**src/inc/bfseq_pkg.sv**
```systemverilog
// Shared constants for the beamformer sequencer and its slaves
package bfseq_pkg;
	localparam int NUM_CH = 32;
	localparam int CH_W = 5;
	localparam int SAMPLE_W = 12;
	localparam int NUM_SLAVES = 2;
	localparam int SLV_W = 1;
	localparam int CFG_W = 16;
	localparam int CFG_WORDS = 1 + NUM_SLAVES;
	localparam int CFG_IDX_W = 2;
	localparam int CFG_CH_IDX = 0;
	localparam int CFG_BEAM_IDX = 1;
	localparam int BEAM_W = 16;
	localparam int BCNT_W = 4;
	localparam int ACC_W = SAMPLE_W + CH_W;
	localparam int BUF_SLOTS = 255;
	localparam int SLOT_W = 8;
	localparam int BUF_ADDR_W = SLOT_W + CH_W;
	localparam logic [SLOT_W-1:0] PRIME_SETS = 8'hFF;
	localparam int FIFO_DEPTH = 8;
	localparam int PREP_CLKS = 4;
	localparam int PREP_W = 3;
	localparam int ADC_WAIT = 3;
	localparam int ADC_WAIT_W = 2;
	localparam int CLK_PERIOD_NS = 50;
	localparam int CYCLE_NS = 100000;
	localparam int CYCLE_CLKS = CYCLE_NS / CLK_PERIOD_NS;
	localparam int CYC_W = 11;
endpackage : bfseq_pkg

```
**src/inc/bfseq_if.sv**
```systemverilog
// Common bus between the sequencing master and the beamforming slaves
`timescale 1ns/100ps
interface bfseq_if;
	import bfseq_pkg::*;
	logic cfg_valid;
	logic cfg_done;
	logic [CFG_IDX_W-1:0] cfg_index;
	logic [CFG_W-1:0] cfg_data;
	wire [NUM_SLAVES-1:0] slave_ready;
	logic smp_write;
	logic [CH_W-1:0] smp_chan;
	logic [SAMPLE_W-1:0] smp_data;
	logic beam_start;
	logic [NUM_SLAVES-1:0] fifo_pop;
	wire [NUM_SLAVES-1:0] fifo_valid;
	wire [NUM_SLAVES-1:0][BEAM_W-1:0] fifo_data;
	modport master (
		output cfg_valid, cfg_done, cfg_index, cfg_data,
		output smp_write, smp_chan, smp_data, beam_start, fifo_pop,
		input slave_ready, fifo_valid, fifo_data
	);
	modport slave (
		input cfg_valid, cfg_done, cfg_index, cfg_data,
		input smp_write, smp_chan, smp_data, beam_start, fifo_pop,
		output slave_ready, fifo_valid, fifo_data
	);
endinterface : bfseq_if

```
**src/hdl/bfseq_master.sv**
```systemverilog
// Master sequencer: configuration, snapshot broadcast, beam start and drain
`timescale 1ns/100ps

// What this block does
// (RL1) Handles up to 32 hydrophone channels
// (RL2) Moves each sample as 12-bit word
// (RL3) Every cycle locked to sampling clock tick
// (RL4) Takes configuration from PC once first
// (RL5) Holds configuration, forwards it to all slaves
// (RL6) Waits until every slave reports ready
// (RL7) Ignores conversion ticks until slaves ready
// (RL8) Reads every channel, writes all slaves
// (RL9) One tick gives one simultaneous snapshot
// (RL10) Then starts beamforming in all slaves
// (RL11) First 255 sets only fill buffers; here only the first 254 do, and set 255 already starts beams
// (RL12) Steady state: broadcast, start, drain FIFOs
// (RL13) All duties finish within one cycle
// (RL14) Slaves idle, accept setup, then prepare
// (RL15) Steering delays whole sample periods
// (RL16) Slaves push beams; only master pops
// (RL17) Slave ring of 255 slots wraps
// (RL18) Beam start only after full snapshot written
module bfseq_master import bfseq_pkg::*; (
	input wire logic core_clk,
	input wire logic reset_n,
	input wire logic pc_valid,
	input wire logic [CFG_W-1:0] pc_data,
	output logic pc_ready,
	input wire logic conv_done,
	output logic adc_rd,
	output logic [CH_W-1:0] adc_sel,
	input wire logic [SAMPLE_W-1:0] adc_data,
	output logic beam_valid,
	output logic [BEAM_W-1:0] beam_data,
	output logic [SLV_W-1:0] beam_src,
	output logic running,
	output logic overrun,
	bfseq_if.master bus
);
	typedef enum {
		S_PC,
		S_DIST,
		S_WAIT_RDY,
		S_IDLE,
		S_ADC,
		S_PUT,
		S_START,
		S_DRAIN
	} bfseq_state_t;

	bfseq_state_t state;
	logic [CFG_W-1:0] cfg [CFG_WORDS];
	logic [CFG_IDX_W-1:0] idx;
	logic [CH_W-1:0] ch;
	logic [ADC_WAIT_W-1:0] wait_cnt;
	logic [SLOT_W-1:0] sets_done;
	logic have_prev;
	logic [SLV_W-1:0] slv;
	logic [BCNT_W-1:0] bcnt;
	logic conv_s1;
	logic conv_s2;
	logic conv_s3;
	logic tick;
	logic [SAMPLE_W-1:0] adc_s1;
	logic [SAMPLE_W-1:0] adc_s2;
	logic pending;
	logic [CYC_W-1:0] cyc_cnt;

	function automatic logic [CH_W-1:0] last_ch(input logic [CFG_W-1:0] word);
		return CH_W'(word[CH_W:0] - 1'b1);
	endfunction : last_ch

	function automatic logic [BCNT_W-1:0] beams_of(input logic [CFG_W-1:0] word);
		return word[BCNT_W-1:0];
	endfunction : beams_of

	// Converter inputs conv_done and adc_data pass two flip-flops before use
	always_ff @(posedge core_clk) begin
		if (!reset_n) begin
			conv_s1 <= 1'b0;
			conv_s2 <= 1'b0;
			conv_s3 <= 1'b0;
			adc_s1 <= '0;
			adc_s2 <= '0;
		end else begin
			conv_s1 <= conv_done;
			conv_s2 <= conv_s1;
			conv_s3 <= conv_s2;
			adc_s1 <= adc_data;
			adc_s2 <= adc_s1;
		end
	end

	assign tick = conv_s2 && !conv_s3; // RL3

	// Tick is latched; set wins over take
	always_ff @(posedge core_clk) begin
		if (!reset_n) begin
			pending <= 1'b0;
		end else if (tick && running) begin // RL7
			pending <= 1'b1;
		end else if (state == S_IDLE && pending) begin
			pending <= 1'b0;
		end
	end

	// Cycle budget watchdog
	always_ff @(posedge core_clk) begin
		if (!reset_n) begin
			cyc_cnt <= '0;
			overrun <= 1'b0;
		end else begin
			if (state == S_IDLE) begin
				cyc_cnt <= '0;
			end else if (running && cyc_cnt != CYC_W'(CYCLE_CLKS - 1)) begin
				cyc_cnt <= cyc_cnt + 1'b1;
			end
			if (running && state != S_IDLE && cyc_cnt == CYC_W'(CYCLE_CLKS - 2)) begin
				overrun <= 1'b1; // RL13
			end
			if (tick && pending) begin
				overrun <= 1'b1; // RL13
			end
		end
	end

	always_ff @(posedge core_clk) begin
		if (!reset_n) begin
			state <= S_PC;
			pc_ready <= 1'b1;
			idx <= '0;
			ch <= '0;
			wait_cnt <= '0;
			sets_done <= '0;
			have_prev <= 1'b0;
			slv <= '0;
			bcnt <= '0;
			running <= 1'b0;
			adc_rd <= 1'b0;
			adc_sel <= '0;
			beam_valid <= 1'b0;
			beam_data <= '0;
			beam_src <= '0;
			bus.cfg_valid <= 1'b0;
			bus.cfg_done <= 1'b0;
			bus.cfg_index <= '0;
			bus.cfg_data <= '0;
			bus.smp_write <= 1'b0;
			bus.smp_chan <= '0;
			bus.smp_data <= '0;
			bus.beam_start <= 1'b0;
			bus.fifo_pop <= '0;
			for (int i = 0; i < CFG_WORDS; i++) begin
				cfg[i] <= '0;
			end
		end else begin
			adc_rd <= 1'b0;
			beam_valid <= 1'b0;
			bus.cfg_valid <= 1'b0;
			bus.cfg_done <= 1'b0;
			bus.smp_write <= 1'b0;
			bus.beam_start <= 1'b0;
			bus.fifo_pop <= '0;
			unique case (state)
				S_PC: begin
					if (pc_valid && pc_ready) begin // RL4
						cfg[idx] <= pc_data; // RL5
						if (idx == CFG_IDX_W'(CFG_WORDS - 1)) begin
							pc_ready <= 1'b0;
							idx <= '0;
							state <= S_DIST;
						end else begin
							idx <= idx + 1'b1;
						end
					end
				end
				S_DIST: begin
					bus.cfg_valid <= 1'b1; // RL5
					bus.cfg_index <= idx;
					bus.cfg_data <= cfg[idx];
					if (idx == CFG_IDX_W'(CFG_WORDS - 1)) begin
						bus.cfg_done <= 1'b1;
						state <= S_WAIT_RDY;
					end else begin
						idx <= idx + 1'b1;
					end
				end
				S_WAIT_RDY: begin
					if (&bus.slave_ready) begin // RL6
						running <= 1'b1;
						state <= S_IDLE;
					end
				end
				S_IDLE: begin
					if (pending) begin // RL3
						ch <= '0;
						adc_sel <= '0;
						adc_rd <= 1'b1;
						wait_cnt <= '0;
						state <= S_ADC;
					end
				end
				S_ADC: begin
					wait_cnt <= wait_cnt + 1'b1;
					if (wait_cnt == ADC_WAIT_W'(ADC_WAIT - 1)) begin
						bus.smp_write <= 1'b1; // RL8
						bus.smp_chan <= ch;
						bus.smp_data <= adc_s2; // RL2
						state <= S_PUT;
					end
				end
				S_PUT: begin
					if (ch == last_ch(cfg[CFG_CH_IDX])) begin // RL1
						state <= S_START; // RL9
					end else begin
						ch <= ch + 1'b1;
						adc_sel <= ch + 1'b1;
						adc_rd <= 1'b1;
						wait_cnt <= '0;
						state <= S_ADC;
					end
				end
				S_START: begin
					if (sets_done != PRIME_SETS) begin
						sets_done <= sets_done + 1'b1;
					end
					if (sets_done >= PRIME_SETS - 1'b1) begin // RL11
						bus.beam_start <= 1'b1; // RL10 RL18
						have_prev <= 1'b1;
					end
					slv <= '0;
					bcnt <= '0;
					state <= have_prev ? S_DRAIN : S_IDLE; // RL12
				end
				S_DRAIN: begin
					if (bus.fifo_pop[slv]) begin // RL16
						beam_valid <= 1'b1;
						beam_data <= bus.fifo_data[slv];
						beam_src <= slv;
						bcnt <= bcnt + 1'b1;
					end else if (bcnt == beams_of(cfg[CFG_BEAM_IDX + int'(slv)])) begin
						bcnt <= '0;
						if (slv == SLV_W'(NUM_SLAVES - 1)) begin
							state <= S_IDLE;
						end else begin
							slv <= slv + 1'b1;
						end
					end else if (bus.fifo_valid[slv]) begin
						bus.fifo_pop[slv] <= 1'b1; // RL12
					end
				end
			endcase
		end
	end
endmodule : bfseq_master

```
**src/flat_wrapper.sv**
```systemverilog
// flat-port wrapper written by rule: the top's interface ports become plain ports
module bfseq_master_flat import bfseq_pkg::*;
  (core_clk, reset_n, pc_valid, pc_data, pc_ready, conv_done, adc_rd, adc_sel, adc_data, beam_valid, beam_data, beam_src, running, overrun, bus_cfg_valid, bus_cfg_done, bus_cfg_index, bus_cfg_data, bus_smp_write, bus_smp_chan, bus_smp_data, bus_beam_start, bus_fifo_pop, bus_slave_ready, bus_fifo_valid, bus_fifo_data);
  bfseq_if bus_i ();
  input wire logic core_clk;
  input wire logic reset_n;
  input wire logic pc_valid;
  input wire logic [CFG_W-1:0] pc_data;
  output logic pc_ready;
  input wire logic conv_done;
  output logic adc_rd;
  output logic [CH_W-1:0] adc_sel;
  input wire logic [SAMPLE_W-1:0] adc_data;
  output logic beam_valid;
  output logic [BEAM_W-1:0] beam_data;
  output logic [SLV_W-1:0] beam_src;
  output logic running;
  output logic overrun;
  output wire logic [$bits(bus_i.cfg_valid)-1:0] bus_cfg_valid;
  output wire logic [$bits(bus_i.cfg_done)-1:0] bus_cfg_done;
  output wire logic [$bits(bus_i.cfg_index)-1:0] bus_cfg_index;
  output wire logic [$bits(bus_i.cfg_data)-1:0] bus_cfg_data;
  output wire logic [$bits(bus_i.smp_write)-1:0] bus_smp_write;
  output wire logic [$bits(bus_i.smp_chan)-1:0] bus_smp_chan;
  output wire logic [$bits(bus_i.smp_data)-1:0] bus_smp_data;
  output wire logic [$bits(bus_i.beam_start)-1:0] bus_beam_start;
  output wire logic [$bits(bus_i.fifo_pop)-1:0] bus_fifo_pop;
  input wire logic [$bits(bus_i.slave_ready)-1:0] bus_slave_ready;
  input wire logic [$bits(bus_i.fifo_valid)-1:0] bus_fifo_valid;
  input wire logic [$bits(bus_i.fifo_data)-1:0] bus_fifo_data;
  assign bus_cfg_valid = bus_i.cfg_valid;
  assign bus_cfg_done = bus_i.cfg_done;
  assign bus_cfg_index = bus_i.cfg_index;
  assign bus_cfg_data = bus_i.cfg_data;
  assign bus_smp_write = bus_i.smp_write;
  assign bus_smp_chan = bus_i.smp_chan;
  assign bus_smp_data = bus_i.smp_data;
  assign bus_beam_start = bus_i.beam_start;
  assign bus_fifo_pop = bus_i.fifo_pop;
  assign bus_i.slave_ready = bus_slave_ready;
  assign bus_i.fifo_valid = bus_fifo_valid;
  assign bus_i.fifo_data = bus_fifo_data;
  bfseq_master u_core (.core_clk(core_clk), .reset_n(reset_n), .pc_valid(pc_valid), .pc_data(pc_data), .pc_ready(pc_ready), .conv_done(conv_done), .adc_rd(adc_rd), .adc_sel(adc_sel), .adc_data(adc_data), .beam_valid(beam_valid), .beam_data(beam_data), .beam_src(beam_src), .running(running), .overrun(overrun), .bus(bus_i));
endmodule
```
**config.mk**
```make
export PLATFORM = sky130hd
export DESIGN_NAME = bfseq_master_flat
export DESIGN_NICKNAME = d
export VERILOG_FILES = /design/src/inc/bfseq_pkg.sv /design/src/inc/bfseq_if.sv /design/src/hdl/bfseq_master.sv /design/src/flat_wrapper.sv
export SDC_FILE = /design/constraint.sdc
export NUM_CORES = 1
export LEC_CHECK = 0
export ABC_AREA = 1
export BUFFER_PORTS_ARGS = -buffer_cell sky130_fd_sc_hd__clkbuf_2
export CAP_MARGIN = 40
export CORE_ASPECT_RATIO = 1.75
export CORE_MARGIN = 3
export CORE_UTILIZATION = 45
export CTS_BUF_LIST = sky130_fd_sc_hd__clkbuf_2
export CTS_CLUSTER_DIAMETER = 80
export DETAILED_ROUTE_END_ITERATION = 7
export PLACE_DENSITY = 0.66
export SLEW_MARGIN = 20
export SYNTH_ARGS = -nofsm -noshare
export SYNTH_HDL_FRONTEND = slang
export SYNTH_SLANG_ARGS = --single-unit
export TNS_END_PERCENT = 100
```
**constraint.sdc**
```tcl
create_clock -name core_clk -period 5.1 [get_ports core_clk]
set_input_delay 0.765 -clock core_clk [delete_from_list [all_inputs] [get_ports core_clk]]
set_output_delay 0.765 -clock core_clk [all_outputs]
set_load 0.03 [all_outputs]
```
=== Word level (Yosys, flattened, before mapping) ===
Memory sizes are Yosys's and may differ from the RTL's. A register that Yosys moved wholly into a read port is not among the register bits.
Index checks and enable logic that the tools add are counted.

* Input bits: 68
* Output and inout bits: 68
* Memories: 1
* Memory bits (writable): 48
* Register bits: 141
* Logic and storage cells: 169

{| class="wikitable"
|+ Memories
! memory !! depth !! width !! rd ports !! clocked after memory_dff !! wr ports !! RTL line !! text
|-
| u_core.cfg || 3 || 16 || 3 || 1 || 3 || bfseq_master.sv:52 || <nowiki>logic [CFG_W-1:0] cfg [CFG_WORDS];</nowiki>
|}

* Mux-type cells: 57
* Bitwise logic cells: 3
* Eq/ne operators: 28
* Reduce and logical (&&, ||, !) cells: 38
* $add $sub $neg: 9
* $lt $le $gt $ge: 3

{| class="wikitable"
|+ Operators with widths
! operator !! count
|-
| 32-bit 2-to-1 mux || 9
|-
| 32-bit one-hot mux with 8 select lines || 1
|-
| 32-bit by 3-bit equality test with 1-bit output (second input constant) || 5
|-
| 32-bit by 2-bit equality test with 1-bit output (second input constant) || 2
|-
| 16-bit 2-to-1 mux || 3
|-
| 32-bit by 1-bit equality test with 1-bit output (second input constant) || 1
|-
| 32-bit zero test || 1
|-
| 32-bit by 3-bit != test with 1-bit output (second input constant) || 1
|-
| 1-bit 2-to-1 mux || 25
|-
| 2-bit AND reduction || 10
|-
| 3-bit AND reduction || 6
|-
| 2-bit by 1-bit != test with 1-bit output (second input constant) || 8
|-
| 16-bit OR reduction || 1
|-
| 2-bit 2-to-1 mux || 7
|-
| 11-bit by 1-bit adder with 11-bit output (second input constant) || 1
|-
| 11-bit equality test (second input constant) || 1
|-
| 11-bit != test (second input constant) || 1
|-
| 5-bit 2-to-1 mux || 2
|-
| 5-bit one-hot mux with 2 select lines || 1
|-
| 2-bit nonzero test || 5
|-
| 1-bit logical AND || 9
|-
| 9-bit AND reduction || 1
|-
| 8-bit by 1-bit adder with 8-bit output (second input constant) || 1
|-
| 8-bit greater-or-equal comparator (second input constant) || 1
|-
| 26 further kinds || 35
|}

=== Logic depth before layout (Yosys ltp) ===
Gate-level depths: netlist (run 1).

* Depth after elaboration: 7
* Depth in mapped cells: 14
* Depth with buffers taken out: 14

=== Worst setup path before layout (run 1) ===
OpenSTA, ideal clock, no wires.

* Kind: input to register
* From: input reset_n
* To: memory u_core.cfg[3][0] (enable)
* Stages: 5
* Arrival: 2.056 ns
* Library setup time: 0.388 ns
* Data required time: 4.712 ns
* Path buffers: 1
* Path slack: 2.656 ns
* Cells stage by stage: clkbuf_1 > inv_2 > nor3_2 > inv_2 > nor2_1

{| class="wikitable"
|+ RTL lines
! item !! RTL line !! text
|-
| start, declared || flat_wrapper.sv:6 || <nowiki>input wire logic reset_n;</nowiki>
|-
| end, declared || bfseq_master.sv:52 ||
|}

==> flow_metrics.tcl, run 1 <==
set metrics [dict create \
    fmax_mhz 297 \
    timing.clock.skew_ns 0.0749 \
    avgSynthCellArea_um2 8.57 \
    overflow 0 \
    die_area_um2 19300 \
    cts.sinks 192 \
    met2_usage_pct 37.4 \
    grt_pass1_vias 6229 \
    crit_arrival_ns 3.77 \
    power_mw 2.72 \
    tightest_slew_ns 0.785 \
    whs_ns 0.124 \
    yosys_warnings 0 \
    path_clk_slew_ns 0.33 \
    leakage_nw 3.99 \
    end_kind "register" \
    cts_tree "yes" \
    synthToLayoutAreaGrowth_pct 13.1 \
    fin_crit_ns 3.37 \
    cts_resized 0 \
    critPathMaxStageDelay_ns 0.86 \
    clk_path_buf_depth 2 \
    yosys.area.top_type "dfxtp_1" \
    synthFlopType "dfxtp_1" \
    initial_core_util_pct 46.4 \
    ir_drop_v 0.000187 \
    slew_headroom_pct 47.5 \
    dp_hpwl_mm 14.1 \
    netlist_instances 925 \
    grt_busiest_layer "met2" \
    ctsHoldBuffers 0 \
    crit_fanout 19 \
    coreArea_um2 17100 \
    synth-seq-cells 192 \
    crit-reg2reg-launch "u_core.idx[0]" \
    yosys-top-cells-area "dfxtp_1 32%, edfxtp_1 24%, nand2_1 10%" \
    nNetsFinal 1120 \
    grt_use_met1_pct 21.4 \
    finalCritPeriodShare_pct 66.0 \
    clk_latency_ns 0.78 \
    final_util_pct 52.4 \
    drtAntennaViolNets 0 \
    setup_viol 0 \
    cp_cell_sequence "inv_2, nor2_2, nand2_1, nand2_1" \
    rrSetupSlack_ns 1.73 \
    die_h_um 182 \
    cpMaxStageDelayCell "dfxtp_1" \
    syn_area_um2 7930 \
    wl_per_cell_um 15.0 \
    htree_levels 4 \
    numCtsBuffers 17 \
    drtIter0Drc 275 \
    die_x_um 106 \
    antenna_found_initial 1 \
    synth_cell_types 42 \
    route.vias.total 6497 \
    synth.top_cell.area_share_pct 32.3 \
    drc 0 \
    status "completed" \
    hp-class "input port to register" \
    grt_pass1_wl_mm 30.8 \
    ios 136 \
    synth-seq-area-share_pct 56.5 \
    finalHoldViolations 0 \
    slew_violations 0 \
    tns_ns 0 \
    globalRouteMet3Util_pct 3.34 \
    worst-r2r-cell-count 4 \
    clockRootBuffer "clkbuf_2" \
    hold_depth 3 \
    grt_setup_unrepaired "no" \
    drt-total-wl_mm 19.3 \
    worstSetupPathType "register to register" \
    crit_required_ns 5.50 \
    cp-start-kind "register" \
    synthArstFlopShare_pct 0 \
    syn_nets 1001 \
    reg2reg_to "u_core.cfg[1][0]" \
    p_per_area_nw_per_um2 303 \
    post_drt_via_cell_ratio 5.06 \
    grt_max_degree 79 \
    hp-start "conv_done" \
    grtUsageTotal_pct 20.2 \
    io_buffers 135 \
    synth_edf_count 64 \
    drive_gt1_share_pct 19.0 \
    gp_congestion 0.883 \
    rows 63 \
    crit_path_frequent_cell "nand2_1" \
    hold_path_end "u_core.conv_s1" \
    first_pass_iters 5 \
    post_cts_buffers 0 \
    maxCapViolCount 0 \
]
logic make-up (layout without fill, tap and decap cells):
logic type,count (synthesis),after routing,share of synthesized area [%]
and+or+nand+nor,397,397,21.6
DFF,192,192,56.5
AOI/OAI and AO/OA,177,177,12.7
buffers and inverters,147,279,7.48
adders and majority gates,8,8,1.26
xor gates and xnor gates,4,4,0.442
other,0,1,0
worst max-delay path by stage:
stage | to | slack, ns | from | cells past startpoint
CTS | u_core.cfg[1][2] | 1.74 | u_core.idx[0] | 4
global placement | u_core.cfg[1][2] | 1.87 | u_core.idx[0] | 4
detailed placement | u_core.cfg[1][2] | 1.78 | u_core.idx[0] | 4
global route | u_core.cfg[1][3] | 1.44 | u_core.idx[0] | 4
floorplan | u_core.cfg[3][0] | 2.66 | reset_n | 5
finish | u_core.cfg[1][0] | 1.73 | u_core.idx[0] | 4
area by class of cell:
type                       instances  area, um2
antenna                            1       2.50
clock buffer                      17       85.1
clock inverter                    15        149
fill                            1696       8140
inverter                         108        407
multi-input combinational        586       2850
sequential                       192       4480
tap                              227        284
timing repair buffer             139        706
stage by stage:
stage / cell area (um2) / instances / setup slack [ns]
after floorplan: 7930 / 925 / 2.66
after global placement: 8730 / 1252 / 1.87
after detailed placement: 8730 / 1252 / 1.78
after CTS: 8970 / 1284 / 1.74
after global routing: 8970 / 1285 / 1.44
final: 8970 / 1285 / 1.73
flip-flops by register name, indices dropped and copies added (netlist names), 2 cells and up:
register and cells:
u_core.bus.cfg_data 16, u_core.wait_cnt 2, u_core.adc_s1 12, u_core.bus.fifo_pop 2, u_core.adc_s2 12, u_core.bus.cfg_index 2
u_core.cyc_cnt 11, u_core.bcnt 4, u_core.idx 2, u_core.bus.smp_data 12, u_core.state 3, u_core.ch 5
u_core.sets_done 8, u_core.bus.smp_chan 5, u_core.cfg 64, u_core.beam_data 16
worst max-delay path, delay by kind of cell, from the launching register on:
kind                   cells  cell delay [ns]
buffers and inverters      1             0.28
DFF                        1             0.86
and+or+nand+nor            3             1.87
per-layer routing:
metal	vias up	share of wire [%]
li1	3302	-
met1	2952	37
met2	186	54
met3	57	3.7
met4	0	5.0
met5	-	0
layout by cell type, fill, tap and decap left out, types with 3 or more instances in the layout:
cell / Yosys / routed
a21oi_1: 77 / 77
a221oi_1: 16 / 16
a31oi_1: 20 / 20
and3_1: 3 / 3
buf_4: 3 / 4
clkbuf_2: 0 / 152
clkinv_4: 0 / 3
clkinv_8: 0 / 3
dfxtp_1: 128 / 128
edfxtp_1: 64 / 64
ha_1: 8 / 8
inv_1: 99 / 100
inv_2: 8 / 8
inv_8: 0 / 3
nand2_1: 213 / 213
nand2_2: 5 / 5
nand3_1: 50 / 50
nand3b_1: 3 / 3
nand4_1: 10 / 10
nor2_1: 90 / 90
nor2_2: 6 / 6
nor3_1: 6 / 6
o21a_1: 3 / 3
o21ai_0: 42 / 42
o21ai_1: 9 / 9
o21bai_1: 3 / 3
xor2_1: 4 / 4
synthesized netlist by cell type, drive strengths merged, types with 2 or more instances:
cell type  count
clkbuf        21
nand3b         3
or2            2
a31oi         20
o21bai         3
buf           18
nor3           9
o21ai         53
and3           3
o21a           3
nand2        220
edfxtp        64
nor2          97
ha             8
a221oi        16
xor2           4
inv          107
nand3         52
nand4         10
dfxtp        128
a21oi         77
report_power, final:
group | internal [mW] | leakage [nW] | total (mW) | switching (mW)
logic | 0.0924 | 2.17 | 0.308 | 0.215
clock network | 0.155 | 0.145 | 0.722 | 0.567
registers | 1.65 | 1.68 | 1.69 | 0.0397
total | 1.90 | 3.99 | 2.72 | 0.822
Note: power is estimated with default switching activity, not from simulation.
==> run 2, diff against run 1 <==
==> constraint.sdc (replaced) <==
create_clock -name core_clk -period 3.34 [get_ports core_clk]
set_input_delay 0.501 -clock core_clk [delete_from_list [all_inputs] [get_ports core_clk]]
set_output_delay 0.501 -clock core_clk [all_outputs]
set_load 0.03 [all_outputs]
==> run 2 against run 1 <==
Against the previous run: wire length down 0.35%; global-route usage up 0.088 points; via count up 3.1%; die area unchanged; critical path type unchanged.
==> flow_metrics.tcl, run 2 (same netlist as run 1, synthesis figures left out) <==
set metrics [dict create \
    status "completed" \
    tightest_slew_ns 0.771 \
    clk_path_buf_depth 2 \
    maxCapViolCount 0 \
    worstSetupPathType "register to register" \
    ir_drop_v 0.000421 \
    top_regs "u_core.cfg (64), u_core.beam_data (16), u_core.bus.cfg_data (16)" \
    regMostFlops "u_core.cfg" \
    crit_required_ns 4.01 \
    io_buffers 135 \
    critPathMaxStageDelay_ns 0.57 \
    cts.sinks 192 \
    rows 63 \
    most-common-layout-cells "213 x nand2_1, 152 x clkbuf_2, 128 x dfxtp_1, 99 x inv_1, 90 x nor2_1" \
    nNetsFinal 1192 \
    fillCellCount 1641 \
    hold_path_end "u_core.bus.fifo_pop[0]" \
    hold_depth 5 \
    path_clk_slew_ns 0.31 \
    htree_levels 4 \
    finalCritPeriodShare_pct 82.0 \
    leakage_nw 4.36 \
    cts_resized 0 \
    first_pass_iters 5 \
    wl_per_cell_um 14.2 \
    hp-class "input port to register" \
    p_per_area_nw_per_um2 445 \
    synthToLayoutAreaGrowth_pct 22.4 \
    finalHoldViolations 0 \
    gp_congestion 0.855 \
    slew_headroom_pct 48.6 \
    grt_max_degree 79 \
    timing.clock.skew_ns 0.0879 \
    initial_core_util_pct 46.4 \
    fmax_mhz 365 \
    whs_ns 0.114 \
    worst-r2r-cell-count 9 \
    grt_setup_unrepaired "no" \
    die_x_um 106 \
    die_area_um2 19300 \
    power_mw 4.31 \
    antenna_found_initial 1 \
    cp-start-kind "register" \
    multi_input_area_um2 2850 \
    slew_violations 0 \
    fin_crit_ns 2.74 \
    crit-reg2reg-launch "u_core.slv" \
    crit_fanout 34 \
    drc 0 \
    cpMaxStageDelayCell "dlygate4sd3_1" \
    final_common_cell "nand2_1" \
    reg2reg_to "u_core.beam_data[1]" \
    clockRootBuffer "clkbuf_2" \
    setup_viol 0 \
    ctsHoldBuffers 63 \
    die_h_um 182 \
    drt-total-wl_mm 19.2 \
    end_kind "register" \
    cts_tree "yes" \
    grt_pass1_vias 6644 \
    cp_cell_sequence "buf_4, inv_2, nand2_1, nand2_1, nand2_4, clkinv_2, o21ai_0, a31oi_1, dlygate4sd3_1" \
    largest_reg_flops 64 \
    numCtsBuffers 17 \
    route.vias.total 6701 \
    coreArea_um2 17100 \
    drive_gt1_share_pct 18.7 \
    grt_pass1_wl_mm 31.6 \
    rrSetupSlack_ns 0.60 \
    hp-start "bus_fifo_valid[0]" \
    crit_arrival_ns 3.41 \
    clk_latency_ns 0.77 \
    ios 136 \
    tns_ns 0 \
    grtUsageTotal_pct 20.3 \
    crit_path_frequent_cell "nand2_1" \
    dp_hpwl_mm 13.1 \
    post_drt_via_cell_ratio 4.94 \
    register_area_um2 4480 \
    post_cts_buffers 0 \
    overflow 0 \
    drtIter0Drc 273 \
    drtAntennaViolNets 0 \
]
## run 2: worst max-delay path, delay by kind of cell (launching register included)
kind | cells | cell delay (ns)
buffers and inverters | 4 | 1.46
AOI/OAI and AO/OA | 2 | 0.42
and+or+nand+nor | 3 | 0.41
DFF | 1 | 0.39
## run 2: metrics by stage
stage / cells / utilization, % / area [um2] / worst slack, ns
floorplan: 925 / - / 7930 / 1.16
finish: 1357 / 56.7 / 9700 / 0.601
global placement: 1261 / 51.5 / 8800 / 1.03
CTS: 1356 / 56.7 / 9700 / 0.680
global route: 1357 / 56.7 / 9700 / 0.327
detailed placement: 1261 / 51.5 / 8800 / 1.01
## run 2: per-layer routing
layer	vias to the layer above	GRT usage, %	part of all wire (%)
met5	-	0	0
met4	0	8.30	2.5
met3	32	2.92	3.1
met2	121	38.8	56
met1	3093	21.9	39
li1	3455	-	-
## run 2: area by class of cell
class                      count  share of cell area (%)
clock buffer                  17                   0.877
antenna                        1                  0.0258
inverter                     108                    4.19
tap                          227                    2.93
clock inverter                15                    1.91
multi-input combinational    586                    29.4
sequential                   192                    46.2
timing repair buffer         211                    14.5
## run 2: power breakdown
part / total, mW / switching (mW) / internal, mW
logic: 0.544 / 0.351 / 0.193
clock network: 1.21 / 0.913 / 0.295
registers: 2.56 / 0.0440 / 2.52
## run 2: worst max path at each step
stage	start	to	cells past startpoint
6_report	u_core.slv	u_core.beam_data[1]	9
3_3_place_gp	reset_n	u_core.cfg[2][3]	3
3_5_place_dp	reset_n	u_core.cfg[2][0]	3
2_1_floorplan	reset_n	u_core.cfg[3][0]	5
4_1_cts	u_core.slv	u_core.beam_data[2]	9
5_1_grt	u_core.slv	u_core.beam_data[1]	9
